--- src/can_rx_store_pkg.sv ---
// Shared constants, types and helpers for the receive storage manager.
`default_nettype none
package can_rx_store_pkg;
  localparam int unsigned QUEUES = 2;
  localparam int unsigned MAX_DEPTH = 64;
  localparam int unsigned NUM_BUFFERS = 64;
  localparam int unsigned ADDR_W = 16;
  // Destination codes delivered by the acceptance filter with each frame.
  localparam logic [1:0] DEST_QUEUE0 = 2'h0;
  localparam logic [1:0] DEST_QUEUE1 = 2'h1;
  localparam logic [1:0] DEST_BUFFER = 2'h2;
  // Second filter ID bits [10:9]: plain buffer or debug message role.
  localparam logic [1:0] ROLE_DEDICATED = 2'h0;
  localparam logic [1:0] ROLE_A = 2'h1;
  localparam logic [1:0] ROLE_B = 2'h2;
  localparam logic [1:0] ROLE_C = 2'h3;
  // Readable debug sequence codes.
  localparam logic [1:0] DBG_CODE_IDLE = 2'h0;
  localparam logic [1:0] DBG_CODE_A = 2'h1;
  localparam logic [1:0] DBG_CODE_AB = 2'h2;
  localparam logic [1:0] DBG_CODE_PENDING = 2'h3;
  typedef enum logic [3:0] {
    dbg_idle = 4'h1,
    dbg_got_a = 4'h2,
    dbg_got_ab = 4'h4,
    dbg_pending = 4'h8
  } dbg_state_type;
  // Register byte offsets.
  localparam logic [7:0] REG_QUEUE0_CONFIG = 8'h00;
  localparam logic [7:0] REG_QUEUE1_CONFIG = 8'h04;
  localparam logic [7:0] REG_SIZE_CONFIG = 8'h08;
  localparam logic [7:0] REG_QUEUE0_STATUS = 8'h0C;
  localparam logic [7:0] REG_QUEUE1_STATUS = 8'h10;
  localparam logic [7:0] REG_QUEUE0_ACK = 8'h14;
  localparam logic [7:0] REG_QUEUE1_ACK = 8'h18;
  localparam logic [7:0] REG_NEW_DATA_LOW = 8'h1C;
  localparam logic [7:0] REG_NEW_DATA_HIGH = 8'h20;
  localparam logic [7:0] REG_IRQ_FLAGS = 8'h24;
  localparam logic [7:0] REG_QUEUE0_READ_ADDR = 8'h28;
  localparam logic [7:0] REG_QUEUE1_READ_ADDR = 8'h2C;
  // Queue config fields: start [15:0], depth [22:16], watermark [29:23].
  localparam int unsigned CFG_DEPTH_POS = 16;
  localparam int unsigned CFG_WMARK_POS = 23;
  localparam int unsigned CFG_OVR_POS = 31;
  // Size config fields: codes at [2:0], [6:4], [10:8]; buffer start [31:16].
  localparam int unsigned SIZE_Q1_POS = 4;
  localparam int unsigned SIZE_BUF_POS = 8;
  localparam int unsigned SIZE_BSTART_POS = 16;
  // Queue status fields.
  localparam int unsigned ST_PUT_POS = 8;
  localparam int unsigned ST_FILL_POS = 16;
  localparam int unsigned ST_FULL_POS = 24;
  localparam int unsigned ST_LOST_POS = 25;
  localparam int unsigned ST_DBG_POS = 30;
  // Interrupt flag bits: per queue watermark, full, lost; then buffer store.
  localparam int unsigned IRQ_Q1_POS = 3;
  localparam int unsigned IRQ_DED_POS = 6;
  localparam logic [31:0] CONFIG_RST = 32'h0000_0000;
  localparam logic [31:0] SIZE_RST = 32'h0000_0000;
  localparam logic [6:0] DEPTH_MAX = 7'h40;

  function automatic logic [4:0] elem_words(input logic [2:0] code);
    unique case (code)
      3'h0: elem_words = 5'h04;
      3'h1: elem_words = 5'h05;
      3'h2: elem_words = 5'h06;
      3'h3: elem_words = 5'h07;
      3'h4: elem_words = 5'h08;
      3'h5: elem_words = 5'h0A;
      3'h6: elem_words = 5'h0E;
      3'h7: elem_words = 5'h12;
    endcase
  endfunction
endpackage
`default_nettype wire

--- src/can_rx_store_if.sv ---
// Connection between the storage manager and its host-side register block.
`timescale 1ns/1ps
`default_nettype none
interface can_rx_store_if;
  logic [1:0][15:0] cfg_start;
  logic [1:0][6:0] cfg_depth;
  logic [1:0][6:0] cfg_wmark;
  logic [1:0] cfg_ovr;
  logic [1:0][2:0] cfg_qsize;
  logic [2:0] cfg_bsize;
  logic [15:0] cfg_bstart;
  logic [1:0] ack_valid;
  logic [1:0][5:0] ack_index;
  logic [1:0] lost_clr;
  logic [63:0] nd_clr;
  logic [1:0][5:0] st_get;
  logic [1:0][5:0] st_put;
  logic [1:0][6:0] st_fill;
  logic [1:0] st_full;
  logic [1:0] st_lost;
  logic [1:0] ev_wm;
  logic [1:0] ev_full;
  logic [1:0] ev_lost;
  logic ev_ded;
  logic [63:0] new_data;
  logic [1:0] dbg_state;

  modport device (
    input cfg_start, cfg_depth, cfg_wmark, cfg_ovr, cfg_qsize, cfg_bsize,
    input cfg_bstart, ack_valid, ack_index, lost_clr, nd_clr,
    output st_get, st_put, st_fill, st_full, st_lost, ev_wm, ev_full,
    output ev_lost, ev_ded, new_data, dbg_state
  );
  modport host (
    output cfg_start, cfg_depth, cfg_wmark, cfg_ovr, cfg_qsize, cfg_bsize,
    output cfg_bstart, ack_valid, ack_index, lost_clr, nd_clr,
    input st_get, st_put, st_fill, st_full, st_lost, ev_wm, ev_full,
    input ev_lost, ev_ded, new_data, dbg_state
  );
endinterface
`default_nettype wire

--- src/can_rx_store.sv ---
// Receive storage manager: queues, dedicated buffers and debug capture.
// Operation
// - Two independent queues, each up to 64 deep.
// - Watermark flag when fill level reaches watermark.
// - Put equals get after store: full, flag.
// - Host reads at start plus get times size.
// - Size code maps to 4..18 words.
// - Mode bit zero means blocking, reset default.
// - Blocking full queue takes no more elements.
// - Blocking full: drop, lost status, lost flag.
// - Overwrite full: replace oldest, advance both indices.
// - Host reads from get plus one when overwriting.
// - Acknowledge moves get; clears full unless put.
// - Plain buffer filter uses code 111, bits 00.
// - Up to 64 buffers; store, set buffer flag.
// - Last word sets new data, locks buffer.
// - Locked buffer filter element does not match.
// - Writing one clears only that new data flag.
// - Debug frames go to buffer index bits.
// - Role bits: 01 A, 10 B, 11 C.
// - After C, request DMA, reject debug frames.
// - DMA acknowledge drops request and re-arms capture.
// - Request only after A, B, C in order.
// - Debug stores set no flags; state readable.
//
// Decided for this implementation: register access over APB and the register addresses.
`timescale 1ns/1ps
`default_nettype none
module can_rx_store #(
  parameter int unsigned QUEUE_DEPTH = can_rx_store_pkg::MAX_DEPTH
) (
  // Clock, reset and freeze.
  input wire logic clk_sys_i,
  input wire logic rst_i,
  input wire logic ce_i,
  // Frame announcement and words from the acceptance filter.
  input wire logic frm_start_i,
  input wire logic [1:0] frm_dest_i,
  input wire logic [5:0] frm_idx_i,
  input wire logic [1:0] frm_role_i,
  input wire logic word_valid_i,
  input wire logic [31:0] word_data_i,
  input wire logic word_last_i,
  // Message RAM write port.
  output logic ram_we_o,
  output logic [15:0] ram_addr_o,
  output logic [31:0] ram_wdata_o,
  // Buffer lock view for the filter, and DMA handshake.
  output logic [63:0] buffer_locked_o,
  output logic dma_req_o,
  input wire logic dma_ack_i,
  // Host side.
  can_rx_store_if.device host_if
);
  typedef struct packed {
    logic [1:0][5:0] put;
    logic [1:0][5:0] get;
    logic [1:0] full;
    logic [1:0] lost;
    logic [63:0] new_data;
    can_rx_store_pkg::dbg_state_type dbg;
    logic busy;
    logic drop;
    logic [1:0] dest;
    logic [5:0] idx;
    logic [1:0] role;
    logic [15:0] addr;
    logic ram_we;
    logic [15:0] ram_addr;
    logic [31:0] ram_wdata;
    logic [1:0] ev_wm;
    logic [1:0] ev_full;
    logic [1:0] ev_lost;
    logic ev_ded;
  } dev_state_type;

  dev_state_type s_q;
  dev_state_type s_d;

  function automatic logic [5:0] wrap_inc(input logic [5:0] p, input logic [6:0] depth);
    logic [6:0] n;
    n = {1'b0, p} + 7'h01;
    wrap_inc = (n >= depth) ? 6'h00 : n[5:0];
  endfunction

  function automatic logic [6:0] level(input logic [5:0] p, input logic [5:0] g,
                                       input logic f, input logic [6:0] depth);
    if (f) begin
      level = depth;
    end else if (p >= g) begin
      level = {1'b0, p} - {1'b0, g};
    end else begin
      level = {1'b0, p} + depth - {1'b0, g};
    end
  endfunction

  function automatic logic [15:0] slot_addr(input logic [15:0] base, input logic [5:0] i,
                                            input logic [2:0] code);
    logic [10:0] off;
    off = {5'h00, i} * {6'h00, can_rx_store_pkg::elem_words(code)};
    slot_addr = base + {5'h00, off};
  endfunction

  logic [1:0][6:0] depth_eff;
  logic [1:0][6:0] fill;
  always_comb begin
    for (int q = 0; q < 2; q++) begin
      depth_eff[q] = (host_if.cfg_depth[q] > 7'(QUEUE_DEPTH)) ? 7'(QUEUE_DEPTH) :
                     host_if.cfg_depth[q];
      fill[q] = level(s_q.put[q], s_q.get[q], s_q.full[q], depth_eff[q]);
    end
  end

  always_comb begin
    logic q;
    logic [6:0] f_new;
    q = 1'b0;
    f_new = 7'h00;
    s_d = s_q;
    s_d.ram_we = 1'b0;
    s_d.ev_wm = 2'h0;
    s_d.ev_full = 2'h0;
    s_d.ev_lost = 2'h0;
    s_d.ev_ded = 1'b0;
    for (int n = 0; n < 2; n++) begin
      s_d.lost[n] = s_q.lost[n] & ~host_if.lost_clr[n];
      if (host_if.ack_valid[n]) begin
        s_d.get[n] = host_if.ack_index[n];
        if (s_q.put[n] != host_if.ack_index[n]) begin
          s_d.full[n] = 1'b0;
        end
      end
    end
    s_d.new_data = s_q.new_data & ~host_if.nd_clr;
    if (s_q.dbg == can_rx_store_pkg::dbg_pending && dma_ack_i) begin
      s_d.dbg = can_rx_store_pkg::dbg_idle;
    end
    if (frm_start_i) begin
      s_d.busy = 1'b1;
      s_d.dest = frm_dest_i;
      s_d.idx = frm_idx_i;
      s_d.role = frm_role_i;
      s_d.drop = 1'b0;
      q = frm_dest_i[0];
      if (frm_dest_i == can_rx_store_pkg::DEST_BUFFER) begin
        s_d.addr = slot_addr(host_if.cfg_bstart, frm_idx_i, host_if.cfg_bsize);
        if (frm_role_i == can_rx_store_pkg::ROLE_DEDICATED) begin
          s_d.drop = s_q.new_data[frm_idx_i];
        end else if (s_q.dbg == can_rx_store_pkg::dbg_pending) begin
          s_d.drop = 1'b1;
        end else begin
          unique case (frm_role_i)
            can_rx_store_pkg::ROLE_B: s_d.drop = s_q.dbg != can_rx_store_pkg::dbg_got_a;
            can_rx_store_pkg::ROLE_C: s_d.drop = s_q.dbg != can_rx_store_pkg::dbg_got_ab;
            default: s_d.drop = 1'b0;
          endcase
          if (s_d.drop) begin
            s_d.dbg = can_rx_store_pkg::dbg_idle;
          end
        end
      end else if (frm_dest_i[1]) begin
        s_d.drop = 1'b1;
      end else begin
        s_d.addr = slot_addr(host_if.cfg_start[q], s_q.put[q], host_if.cfg_qsize[q]);
        if (depth_eff[q] == 7'h00) begin
          s_d.drop = 1'b1;
        end else if (s_q.full[q] && !host_if.cfg_ovr[q]) begin
          s_d.drop = 1'b1;
          s_d.lost[q] = 1'b1;
          s_d.ev_lost[q] = 1'b1;
        end
      end
    end else if (s_q.busy && word_valid_i) begin
      q = s_q.dest[0];
      if (!s_q.drop) begin
        s_d.ram_we = 1'b1;
        s_d.ram_addr = s_q.addr;
        s_d.ram_wdata = word_data_i;
        s_d.addr = s_q.addr + 16'h0001;
      end
      if (word_last_i) begin
        s_d.busy = 1'b0;
        if (!s_q.drop && s_q.dest == can_rx_store_pkg::DEST_BUFFER) begin
          if (s_q.role == can_rx_store_pkg::ROLE_DEDICATED) begin
            s_d.new_data[s_q.idx] = 1'b1;
            s_d.ev_ded = 1'b1;
          end else begin
            unique case (s_q.role)
              can_rx_store_pkg::ROLE_A: s_d.dbg = can_rx_store_pkg::dbg_got_a;
              can_rx_store_pkg::ROLE_B: s_d.dbg = can_rx_store_pkg::dbg_got_ab;
              default: s_d.dbg = can_rx_store_pkg::dbg_pending;
            endcase
          end
        end else if (!s_q.drop) begin
          if (s_q.full[q] && host_if.cfg_ovr[q]) begin
            s_d.get[q] = wrap_inc(s_q.get[q], depth_eff[q]);
          end
          s_d.put[q] = wrap_inc(s_q.put[q], depth_eff[q]);
          s_d.full[q] = s_d.put[q] == s_d.get[q];
          s_d.ev_full[q] = s_d.full[q];
          f_new = level(s_d.put[q], s_d.get[q], s_d.full[q], depth_eff[q]);
          s_d.ev_wm[q] = host_if.cfg_wmark[q] != 7'h00 &&
                         f_new == host_if.cfg_wmark[q];
        end
      end
    end
  end

  always_ff @(posedge clk_sys_i or posedge rst_i) begin
    if (rst_i) begin
      s_q <= '0;
      s_q.dbg <= can_rx_store_pkg::dbg_idle;
    end else if (ce_i) begin
      s_q <= s_d;
    end
  end

  always_comb begin
    unique case (s_q.dbg)
      can_rx_store_pkg::dbg_got_a: host_if.dbg_state = can_rx_store_pkg::DBG_CODE_A;
      can_rx_store_pkg::dbg_got_ab: host_if.dbg_state = can_rx_store_pkg::DBG_CODE_AB;
      can_rx_store_pkg::dbg_pending: host_if.dbg_state = can_rx_store_pkg::DBG_CODE_PENDING;
      default: host_if.dbg_state = can_rx_store_pkg::DBG_CODE_IDLE;
    endcase
  end

  // The filter skips locked buffers; the drop on start is only a backstop.
  assign buffer_locked_o = s_q.new_data;
  assign dma_req_o = s_q.dbg == can_rx_store_pkg::dbg_pending;
  assign ram_we_o = s_q.ram_we;
  assign ram_addr_o = s_q.ram_addr;
  assign ram_wdata_o = s_q.ram_wdata;
  assign host_if.st_get = s_q.get;
  assign host_if.st_put = s_q.put;
  assign host_if.st_fill = fill;
  assign host_if.st_full = s_q.full;
  assign host_if.st_lost = s_q.lost;
  assign host_if.ev_wm = s_q.ev_wm;
  assign host_if.ev_full = s_q.ev_full;
  assign host_if.ev_lost = s_q.ev_lost;
  assign host_if.ev_ded = s_q.ev_ded;
  assign host_if.new_data = s_q.new_data;
endmodule
`default_nettype wire

--- src/flat_wrapper.sv ---
// flat-port wrapper written by rule: the top's interface ports become plain ports
module can_rx_store_flat 
#(
  parameter int unsigned QUEUE_DEPTH = can_rx_store_pkg::MAX_DEPTH
)
  (clk_sys_i, rst_i, ce_i, frm_start_i, frm_dest_i, frm_idx_i, frm_role_i, word_valid_i, word_data_i, word_last_i, ram_we_o, ram_addr_o, ram_wdata_o, buffer_locked_o, dma_req_o, dma_ack_i, host_if_cfg_start, host_if_cfg_depth, host_if_cfg_wmark, host_if_cfg_ovr, host_if_cfg_qsize, host_if_cfg_bsize, host_if_cfg_bstart, host_if_ack_valid, host_if_ack_index, host_if_lost_clr, host_if_nd_clr, host_if_st_get, host_if_st_put, host_if_st_fill, host_if_st_full, host_if_st_lost, host_if_ev_wm, host_if_ev_full, host_if_ev_lost, host_if_ev_ded, host_if_new_data, host_if_dbg_state);
  can_rx_store_if host_if_i ();
  input wire logic clk_sys_i;
  input wire logic rst_i;
  input wire logic ce_i;
  input wire logic frm_start_i;
  input wire logic [1:0] frm_dest_i;
  input wire logic [5:0] frm_idx_i;
  input wire logic [1:0] frm_role_i;
  input wire logic word_valid_i;
  input wire logic [31:0] word_data_i;
  input wire logic word_last_i;
  output logic ram_we_o;
  output logic [15:0] ram_addr_o;
  output logic [31:0] ram_wdata_o;
  output logic [63:0] buffer_locked_o;
  output logic dma_req_o;
  input wire logic dma_ack_i;
  input wire logic [$bits(host_if_i.cfg_start)-1:0] host_if_cfg_start;
  input wire logic [$bits(host_if_i.cfg_depth)-1:0] host_if_cfg_depth;
  input wire logic [$bits(host_if_i.cfg_wmark)-1:0] host_if_cfg_wmark;
  input wire logic [$bits(host_if_i.cfg_ovr)-1:0] host_if_cfg_ovr;
  input wire logic [$bits(host_if_i.cfg_qsize)-1:0] host_if_cfg_qsize;
  input wire logic [$bits(host_if_i.cfg_bsize)-1:0] host_if_cfg_bsize;
  input wire logic [$bits(host_if_i.cfg_bstart)-1:0] host_if_cfg_bstart;
  input wire logic [$bits(host_if_i.ack_valid)-1:0] host_if_ack_valid;
  input wire logic [$bits(host_if_i.ack_index)-1:0] host_if_ack_index;
  input wire logic [$bits(host_if_i.lost_clr)-1:0] host_if_lost_clr;
  input wire logic [$bits(host_if_i.nd_clr)-1:0] host_if_nd_clr;
  output wire logic [$bits(host_if_i.st_get)-1:0] host_if_st_get;
  output wire logic [$bits(host_if_i.st_put)-1:0] host_if_st_put;
  output wire logic [$bits(host_if_i.st_fill)-1:0] host_if_st_fill;
  output wire logic [$bits(host_if_i.st_full)-1:0] host_if_st_full;
  output wire logic [$bits(host_if_i.st_lost)-1:0] host_if_st_lost;
  output wire logic [$bits(host_if_i.ev_wm)-1:0] host_if_ev_wm;
  output wire logic [$bits(host_if_i.ev_full)-1:0] host_if_ev_full;
  output wire logic [$bits(host_if_i.ev_lost)-1:0] host_if_ev_lost;
  output wire logic [$bits(host_if_i.ev_ded)-1:0] host_if_ev_ded;
  output wire logic [$bits(host_if_i.new_data)-1:0] host_if_new_data;
  output wire logic [$bits(host_if_i.dbg_state)-1:0] host_if_dbg_state;
  assign host_if_i.cfg_start = host_if_cfg_start;
  assign host_if_i.cfg_depth = host_if_cfg_depth;
  assign host_if_i.cfg_wmark = host_if_cfg_wmark;
  assign host_if_i.cfg_ovr = host_if_cfg_ovr;
  assign host_if_i.cfg_qsize = host_if_cfg_qsize;
  assign host_if_i.cfg_bsize = host_if_cfg_bsize;
  assign host_if_i.cfg_bstart = host_if_cfg_bstart;
  assign host_if_i.ack_valid = host_if_ack_valid;
  assign host_if_i.ack_index = host_if_ack_index;
  assign host_if_i.lost_clr = host_if_lost_clr;
  assign host_if_i.nd_clr = host_if_nd_clr;
  assign host_if_st_get = host_if_i.st_get;
  assign host_if_st_put = host_if_i.st_put;
  assign host_if_st_fill = host_if_i.st_fill;
  assign host_if_st_full = host_if_i.st_full;
  assign host_if_st_lost = host_if_i.st_lost;
  assign host_if_ev_wm = host_if_i.ev_wm;
  assign host_if_ev_full = host_if_i.ev_full;
  assign host_if_ev_lost = host_if_i.ev_lost;
  assign host_if_ev_ded = host_if_i.ev_ded;
  assign host_if_new_data = host_if_i.new_data;
  assign host_if_dbg_state = host_if_i.dbg_state;
  can_rx_store #(.QUEUE_DEPTH(QUEUE_DEPTH)) u_core (.clk_sys_i(clk_sys_i), .rst_i(rst_i), .ce_i(ce_i), .frm_start_i(frm_start_i), .frm_dest_i(frm_dest_i), .frm_idx_i(frm_idx_i), .frm_role_i(frm_role_i), .word_valid_i(word_valid_i), .word_data_i(word_data_i), .word_last_i(word_last_i), .ram_we_o(ram_we_o), .ram_addr_o(ram_addr_o), .ram_wdata_o(ram_wdata_o), .buffer_locked_o(buffer_locked_o), .dma_req_o(dma_req_o), .dma_ack_i(dma_ack_i), .host_if(host_if_i));
endmodule
--- config.mk ---
export PLATFORM = sky130hd
export DESIGN_NAME = can_rx_store_flat
export DESIGN_NICKNAME = d
export VERILOG_FILES = /design/src/can_rx_store_pkg.sv /design/src/can_rx_store_if.sv /design/src/can_rx_store.sv /design/src/flat_wrapper.sv
export SDC_FILE = /design/constraint.sdc
export NUM_CORES = 1
export LEC_CHECK = 0
export ABC_AREA = 1
export BUFFER_PORTS_ARGS = -buffer_cell sky130_fd_sc_hd__buf_4
export CELL_PAD_IN_SITES_DETAIL_PLACEMENT = 0
export CELL_PAD_IN_SITES_GLOBAL_PLACEMENT = 1
export CORE_MARGIN = 2
export CORE_UTILIZATION = 41
export CTS_CLUSTER_DIAMETER = 30
export DETAILED_ROUTE_END_ITERATION = 16
export PLACE_DENSITY = 0.9
export SLEW_MARGIN = 5
export SYNTH_ARGS = -nofsm -noshare
export SYNTH_HDL_FRONTEND = slang
export SYNTH_SLANG_ARGS = --single-unit
export TNS_END_PERCENT = 50
--- constraint.sdc ---
create_clock -name clk_sys_i -period 9.9 [get_ports clk_sys_i]
set_input_delay 1.485 -clock clk_sys_i [delete_from_list [all_inputs] [get_ports clk_sys_i]]
set_output_delay 1.485 -clock clk_sys_i [all_outputs]
set_load 0.05 [all_outputs]
# [Yosys cells after proc, flatten, opt, wreduce, memory -nomap -nowiden]
# Memory sizes are Yosys's and may differ from the RTL's.
# Index checks and enable logic that the tools add are counted.
[op_classes] add_sub_neg=14 mul=2 order_cmp=14 n_eq_ne=17 muxes=129 bitwise_logic=13 reduce_logical=22
[op_table] cell="$mux 69" n=3
[op_table] cell="$mux 7" n=19
[op_table] cell="$mux 64" n=2
[op_table] cell="$mux 6" n=15
[op_table] cell="$mux 16" n=5
[op_table] cell="$mux 12" n=6
[op_table] cell="$mux 14" n=5
[op_table] cell="$mux 68" n=1
[op_table] cell="$mux 65" n=1
[op_table] cell="$and 64x64->64" n=1
[op_table] cell="$not 64->64" n=1
[op_table] cell="$or 64x64->64" n=1
[op_table] cell="$mux 53" n=1
[op_table] cell="$mux 4" n=9
[op_table] cell="$mux 1" n=33
[op_table] cell="$add 16x11->16" n=2
[op_table] cell="$mux 5" n=6
[op_table] cell="$bwmux 12" n=2
[op_table] cell="$mul 6x5->11" n=2
[op_table] cell="$add 6x7->7" n=3
[op_table] cell="$sub 6x6->7" n=3
[op_table] cell="$sub 7x6->7" n=3
[op_table] cell="$mux 2" n=10
[op_table] cell="$ge 6x6->1" n=3
[op_table] cell="43 further kinds" n=74
[totals] register_bits=180 rom_bits=80 inputBits=216 output_inout_bits=229 elab_cells=234 mem_count=2
[mem_list] memory="(name not given)" depth=8 width=5 read_ports=1 rd_clocked_by_memory_dff=0 write_ports=0 line="can_rx_store_pkg.sv:63" text="unique case (code)"
[mem_list] memory="(name not given)" depth=8 width=5 read_ports=1 rd_clocked_by_memory_dff=0 write_ports=0 line="can_rx_store_pkg.sv:63"

# [Longest topological paths before layout]
[depth] ltp_word=33 mapped_depth=41 mapped_depth_nobuf=41

# [Least setup slack after synthesis]
# OpenSTA, ideal clock, no wires.
[synth_path] path_type="input-to-reg" start="input port frm_dest_i[0]" end="register u_core.s_q[65] (netlist bit)" t_arrival_ns=5.714 required_ns=9.782 setup_slack_ns=4.069 stages=21 path_cell_list="clkbuf_1 -> clkbuf_1 -> clkbuf_1 -> nand2_1 -> o21ai_0 -> nand2_1 -> fa_1 -> inv_1 -> fa_1 -> fa_1 -> ha_1 -> nand2_1 -> o21ai_0 -> a21oi_1 -> or2_2 -> nor2_1 -> o21ai_0 -> nand2_1 -> o21ai_0 -> a21oi_1 -> nor2_1"
[synth_via] elab_chain_len=11 elab_cells_between_ends=18 classes_between="add/sub (1); mul (1); eq/ne (2); mux (12); reduce/logical (1); memory (1)"
[synth_rtl] element="from (decl)" line="flat_wrapper.sv:12" text="input wire logic [1:0] frm_dest_i;"
[synth_rtl] element="$mux 3 (not written as such) (2 in a row)" line="can_rx_store.sv:164" text="s_d.addr = slot_addr(host_if.cfg_start[q], s_q.put[q], host_if.cfg_qsize[q]);"
[synth_rtl] element="$mem_v2 8x5"
[synth_rtl] element="$mux 5" line="can_rx_store.sv:161" text="end else if (frm_dest_i[1]) begin"
[synth_rtl] element="$mux 5" line="can_rx_store.sv:145" text="if (frm_dest_i == can_rx_store_pkg::DEST_BUFFER) begin"
[synth_rtl] element="$mux 5" line="can_rx_store.sv:138" text="if (frm_start_i) begin"
[synth_rtl] element="$mul 6x5->11" line="can_rx_store.sv:100" text="off = {5'h00, i} * {6'h00, can_rx_store_pkg::elem_words(code)};"
[synth_rtl] element="$add 16x11->16" line="can_rx_store.sv:101" text="slot_addr = base + {5'h00, off};"
[synth_rtl] element="$mux 16" line="can_rx_store.sv:161"
[synth_rtl] element="$mux 16" line="can_rx_store.sv:145"
[synth_rtl] element="$mux 16" line="can_rx_store.sv:138"
[synth_rtl] element="to (decl)" line="can_rx_store.sv:77" text="dev_state_type s_q;"
# Several ways; a longest one is shown, not always the timed one. The select of a mux whose other input is x is not followed.
# A chain may end at the register's enable or synchronous reset.

# [Worst setup path in the final report]
[layout_path] start="input port host_if_cfg_depth[3]" end="register u_core.s_q, in the netlist u_core.host_if.ev_wm[1]"
[layout_via] elab_chain_len=33 elab_cells_between_ends=43 classes_between="add/sub (3); order compare (4); eq/ne (2); mux (32); bitwise (1); reduce/logical (1)"
[layout_rtl] element="from (decl)" line="flat_wrapper.sv:25" text="input wire logic [$bits(host_if_i.cfg_depth)-1:0] host_if_cfg_depth;"
[layout_rtl] element="$gt 7x7->1" line="can_rx_store.sv:108" text="depth_eff[q] = (host_if.cfg_depth[q] > 7'(QUEUE_DEPTH)) ? 7'(QUEUE_DEPTH) :"
[layout_rtl] element="$mux 7 (*)" line="can_rx_store.sv:108"
[layout_rtl] element="$mux 7 (not written as such) (*) (2 in a row)" line="can_rx_store.sv:196, can_rx_store.sv:198, can_rx_store.sv:201"
[layout_rtl] element="parallel branches: the longest is 15 deep, another holds $ge 7x7->1"
[layout_rtl] element="$mux 7 (*)" line="can_rx_store.sv:88" text="if (f) begin"
[layout_rtl] element="$mux 7 (*)" line="can_rx_store.sv:194" text="end else if (!s_q.drop) begin"
[layout_rtl] element="$mux 7 (*)" line="can_rx_store.sv:183" text="if (!s_q.drop && s_q.dest == can_rx_store_pkg::DEST_BUFFER) begin"
[layout_rtl] element="$mux 7 (*)" line="can_rx_store.sv:181" text="if (word_last_i) begin"
[layout_rtl] element="[... 2 more ...]"
[layout_rtl] element="$eq 7x7->1 (*)" line="can_rx_store.sv:203" text="f_new == host_if.cfg_wmark[q];"
[layout_rtl] element="$logic_and 1x1->1 (*)" line="can_rx_store.sv:202" text="s_d.ev_wm[q] = host_if.cfg_wmark[q] != 7'h00 &&"
[layout_rtl] element="$and 2x2->2 (no line) (*)"
[layout_rtl] element="$mux 4 (*)" line="can_rx_store.sv:194"
[layout_rtl] element="$mux 4 (*)" line="can_rx_store.sv:183"
[layout_rtl] element="$mux 4 (*)" line="can_rx_store.sv:181"
[layout_rtl] element="$mux 69 (*)" line="can_rx_store.sv:173" text="end else if (s_q.busy && word_valid_i) begin"
[layout_rtl] element="$mux 53 (*)" line="can_rx_store.sv:138"
# Mark *: on every way between the ends. The select of a mux whose other input is x is not followed.

==> metrics.md <==
| Metric | Value |
|---|---|
| Outcome | `finished, final reports clean` |
| Root buffer selected by CTS | `clkbuf_16` |
| CTS clock-pin slew for the worst setup and hold paths | `0.07 ns` |
| Switching Fraction | `between 50% and 60%` |
| Antenna-violating nets left | `0` |
| Final critical-path required period | `6.32 ns` |
| Slowest-stage cell, CP | `nor3_1` |
| Int Pwr | `about 2200 uW` |
| NetSw | `between 2000 and 2500 uW` |
| DIE AREA | `about 43000 sq um` |
| DRC violations left | `0` |
| Routed vias/inst | `5.23` |
| Fraction of the yosys area taken by sequential cells | `about a quarter` |
| Gr usage total | `26.6%` |
| Hold_buf cts | `0` |
| Worst-Skew Late Latency | `0.45 ns` |
| Period utilization | `63.9%` |
| Net Count, Synth | `2804` |
| Synthesized instance count | `approximately 2.4k` |
| Row cnt | `74` |
| Die width | `roughly 210 um` |
| Ys async rst share | `between 90% and 100%` |
| Most frequent cells in the layout | `693 x nand2_1, 453 x buf_4, 299 x inv_1` |
| Ys Warns | `0` |
| Crit end category | `flip-flop` |
| Global route overflow | `0` |
| Mean routed wirelength per cell | `roughly 18 um` |
| PD cells | `~220 nW/um^2` |
| DR iter-0 viols | `1224` |
| I/O Buffers | `about 440` |
| CORE AREA | `between 40000 and 50000 sq um` |
| Chip Height | `just over 200 um` |
| Hold Path Class | `reg -> reg` |
| Area Overhead vs Synth | `17.0%` |
| Starting Density | `around 41%` |
| Sink Count | `between 150 and 200` |
| CP arrival | `~6.7 ns` |
| Initial DRT Pass Iterations | `5` |
| Hold Fails Final Rpt | `0` |
| Yosys reg bits | `180` |
| Via count | `around 17k` |
| Critical path required time | `roughly 10 ns` |
| Initial antenna violation count | `2` |
| Syn Area/Cell | `about 7.0 sq um` |
| Final Max Slew Viols | `0` |
| H-tree Lvls | `4` |
| Critical path's largest stage delay | `0.65 ns` |
| Most frequent CP cell | `nand2_1` |
| Clock power share | `around 17%` |
| Global-route wire length before repair | `approximately 91000 um` |
| Ratio of cells with drive above 1 in the final layout | `between 20% and 30%` |
| VDD IR max | `127 uV` |
| Synth cell types | `50` |
| Placed cell areas | `19200 sq um` |
| CP bufs+invs | `3` |
| Critical Path Source Type | `input pin` |
| Number of flops mapped to enable cells by yosys | `0` |
| Commonest non-fill, non-tap cell in the layout | `nand2_1` |
| Setup bufs post-CTS | `0` |
| Placement Setup Slack | `3.15 ns` |
| Final TNS setup | `0 ns` |
| Clock Tree Buf Depth | `2` |
| Resize count post-CTS | `0` |
| Setup Viol. Count Final | `0` |
| Total CTS buffers | `17` |
| # IOs | `between 400 and 500` |
| Worst-margin pin slew | `1.10 ns` |
| Ys flop type | `dfrtp_1` |
| Setup slack after layout | `roughly 3.6 ns` |
| LEAKAGE | `0.0107 uW` |
| CP Class | `in -> reg` |
| Vias in the first global route | `approximately 16k` |
| FMAX | `between 150 and 200 MHz` |
| Top delay family on crit path | `simple AND/OR/NAND/NOR gates` |
| CP max FO | `8` |
| RSZ-0062 raised after global routing | `false` |
| TritonCTS clock tree | `done` |
| Rel. slew slack | `between 20% and 30%` |
| Clock skew | `0.0101 ns` |
| # fillers | `4141` |
| Synthesized cell area | `between 15000 and 20000 sq um` |
| Fin nets | `about 3k` |
| Flop pwr share | `around 23%` |
| GPL Wtd Cong | `approximately 0.94` |
| Final instance area | `19800 sq um` |
| HPWL Detailed | `between 40000 and 50000 um` |
| Max-Cap Viols | `0` |
| Combinational Power Share | `60.6%` |
| Largest net degree at the start of global routing | `between 100 and 150` |
| Final WL | `57900 um` |
routing by layer:
metal	track usage, %	wire [um]	up-vias
met5	0	14	-
met4	8.18	1470	2
met3	4.02	3420	84
met2	43.6	27400	602
met1	36.3	25600	7952
li1	-	-	7998
final timing paths:
path,slack (ns),cells past startpoint,from,end
min,0.47,2,u_core.ram_wdata_o[5]$_DFFE_PP0P_,u_core.ram_wdata_o[5]$_DFFE_PP0P_
max reg2reg,4.19,32,u_core.s_q[80]$_DFFE_PP0P_,u_core.host_if.ev_wm[1]$_DFFE_PP0P_
max in group asynchronous,7.17,3,rst_i,u_core.ram_addr_o[15]$_DFFE_PP0P_
min reg2reg,0.47,2,u_core.ram_wdata_o[5]$_DFFE_PP0P_,u_core.ram_wdata_o[5]$_DFFE_PP0P_
max,3.58,37,host_if_cfg_depth[3],u_core.host_if.ev_wm[1]$_DFFE_PP0P_
min in group asynchronous,1.20,2,rst_i,u_core.buffer_locked_o[28]$_DFFE_PP0P_
worst min-delay path, stage by stage (launching register included):
cell,delay (ns)
dfrtp_1,0.34
nand2_1,0.05
nand2_1,0.05
through the flow:
step	cells	total power, uW	hold slack, ns	util, %
global route	3179	4800	0.495	48.5
CTS	3178	4450	0.478	48.5
detailed placement	3146	3700	0.462	46.9
floorplan	2434	3050	0.442	-
global placement	3146	3650	0.455	46.9
finish	3179	4450	0.474	48.5
layout make-up:
type                       instances  area [sq um]  area share, %
antenna                            1          2.50         0.0126
clock buffer                      22           484           2.45
clock inverter                    10           145          0.733
inverter                         312          1180           5.95
multi-input combinational       1669          9420           47.6
sequential                       180          4510           22.8
tap                              532           666           3.36
timing repair buffer             453          3400           17.2
synthesized netlist by cell type, types with 10 or more instances:
cell type / number / area, sq um
nor2_1: 167 / 627
xnor2_1: 10 / 87.6
fa_1: 57 / 1140
inv_1: 300 / 1130
o21ai_0: 226 / 1130
buf_4: 211 / 1580
o221ai_1: 14 / 123
a21oi_1: 75 / 375
dfrtp_1: 179 / 4480
mux2i_1: 11 / 110
a31oi_1: 18 / 113
nand4_1: 17 / 106
o22ai_1: 19 / 119
nand2_1: 693 / 2600
o21ai_1: 19 / 95.1
nor3_1: 15 / 75.1
ha_1: 97 / 1210
clkbuf_1: 53 / 199
xor2_1: 27 / 236
or2_2: 26 / 163
nand3_1: 109 / 546
power groups by stage:
stage	registers [uW]	clock network, uW	logic [uW]
finish	1000	747	2690
global route	1020	781	3000
CTS	1000	759	2700
detailed placement	1010	0	2680
global placement	1010	0	2650
floorplan	954	0	2100
registers in the layout (all words and copies together), names as in the netlist:
signal and count:
u_core.buffer_locked_o 64, u_core.host_if.st_put 12, u_core.host_if.st_lost 2, u_core.host_if.st_get 12
u_core.ram_wdata_o 32, u_core.host_if.ev_wm 2, u_core.host_if.ev_ded 1, u_core.ram_addr_o 16
u_core.ram_we_o 1, u_core.host_if.ev_full 2, u_core.host_if.ev_lost 2, u_core.s_q 32
u_core.host_if.st_full 2
cells by family (layout without fill, tap and decap cells):
family / count (synthesis) / in the layout / synth area share, %
AND/OR/NAND/NOR: 1049 / 1049 / 25.4
buffers and inverters: 585 / 797 / 17.8
AO/OA/AOI/OAI: 418 / 418 / 13.8
flip-flops: 180 / 180 / 26.6
adder cells (fa/ha/maj): 154 / 154 / 13.9
XOR/XNOR: 37 / 37 / 1.91
multiplexers: 11 / 11 / 0.651
other: 0 / 1 / 0
Note: power is estimated with default switching activity, not from simulation.
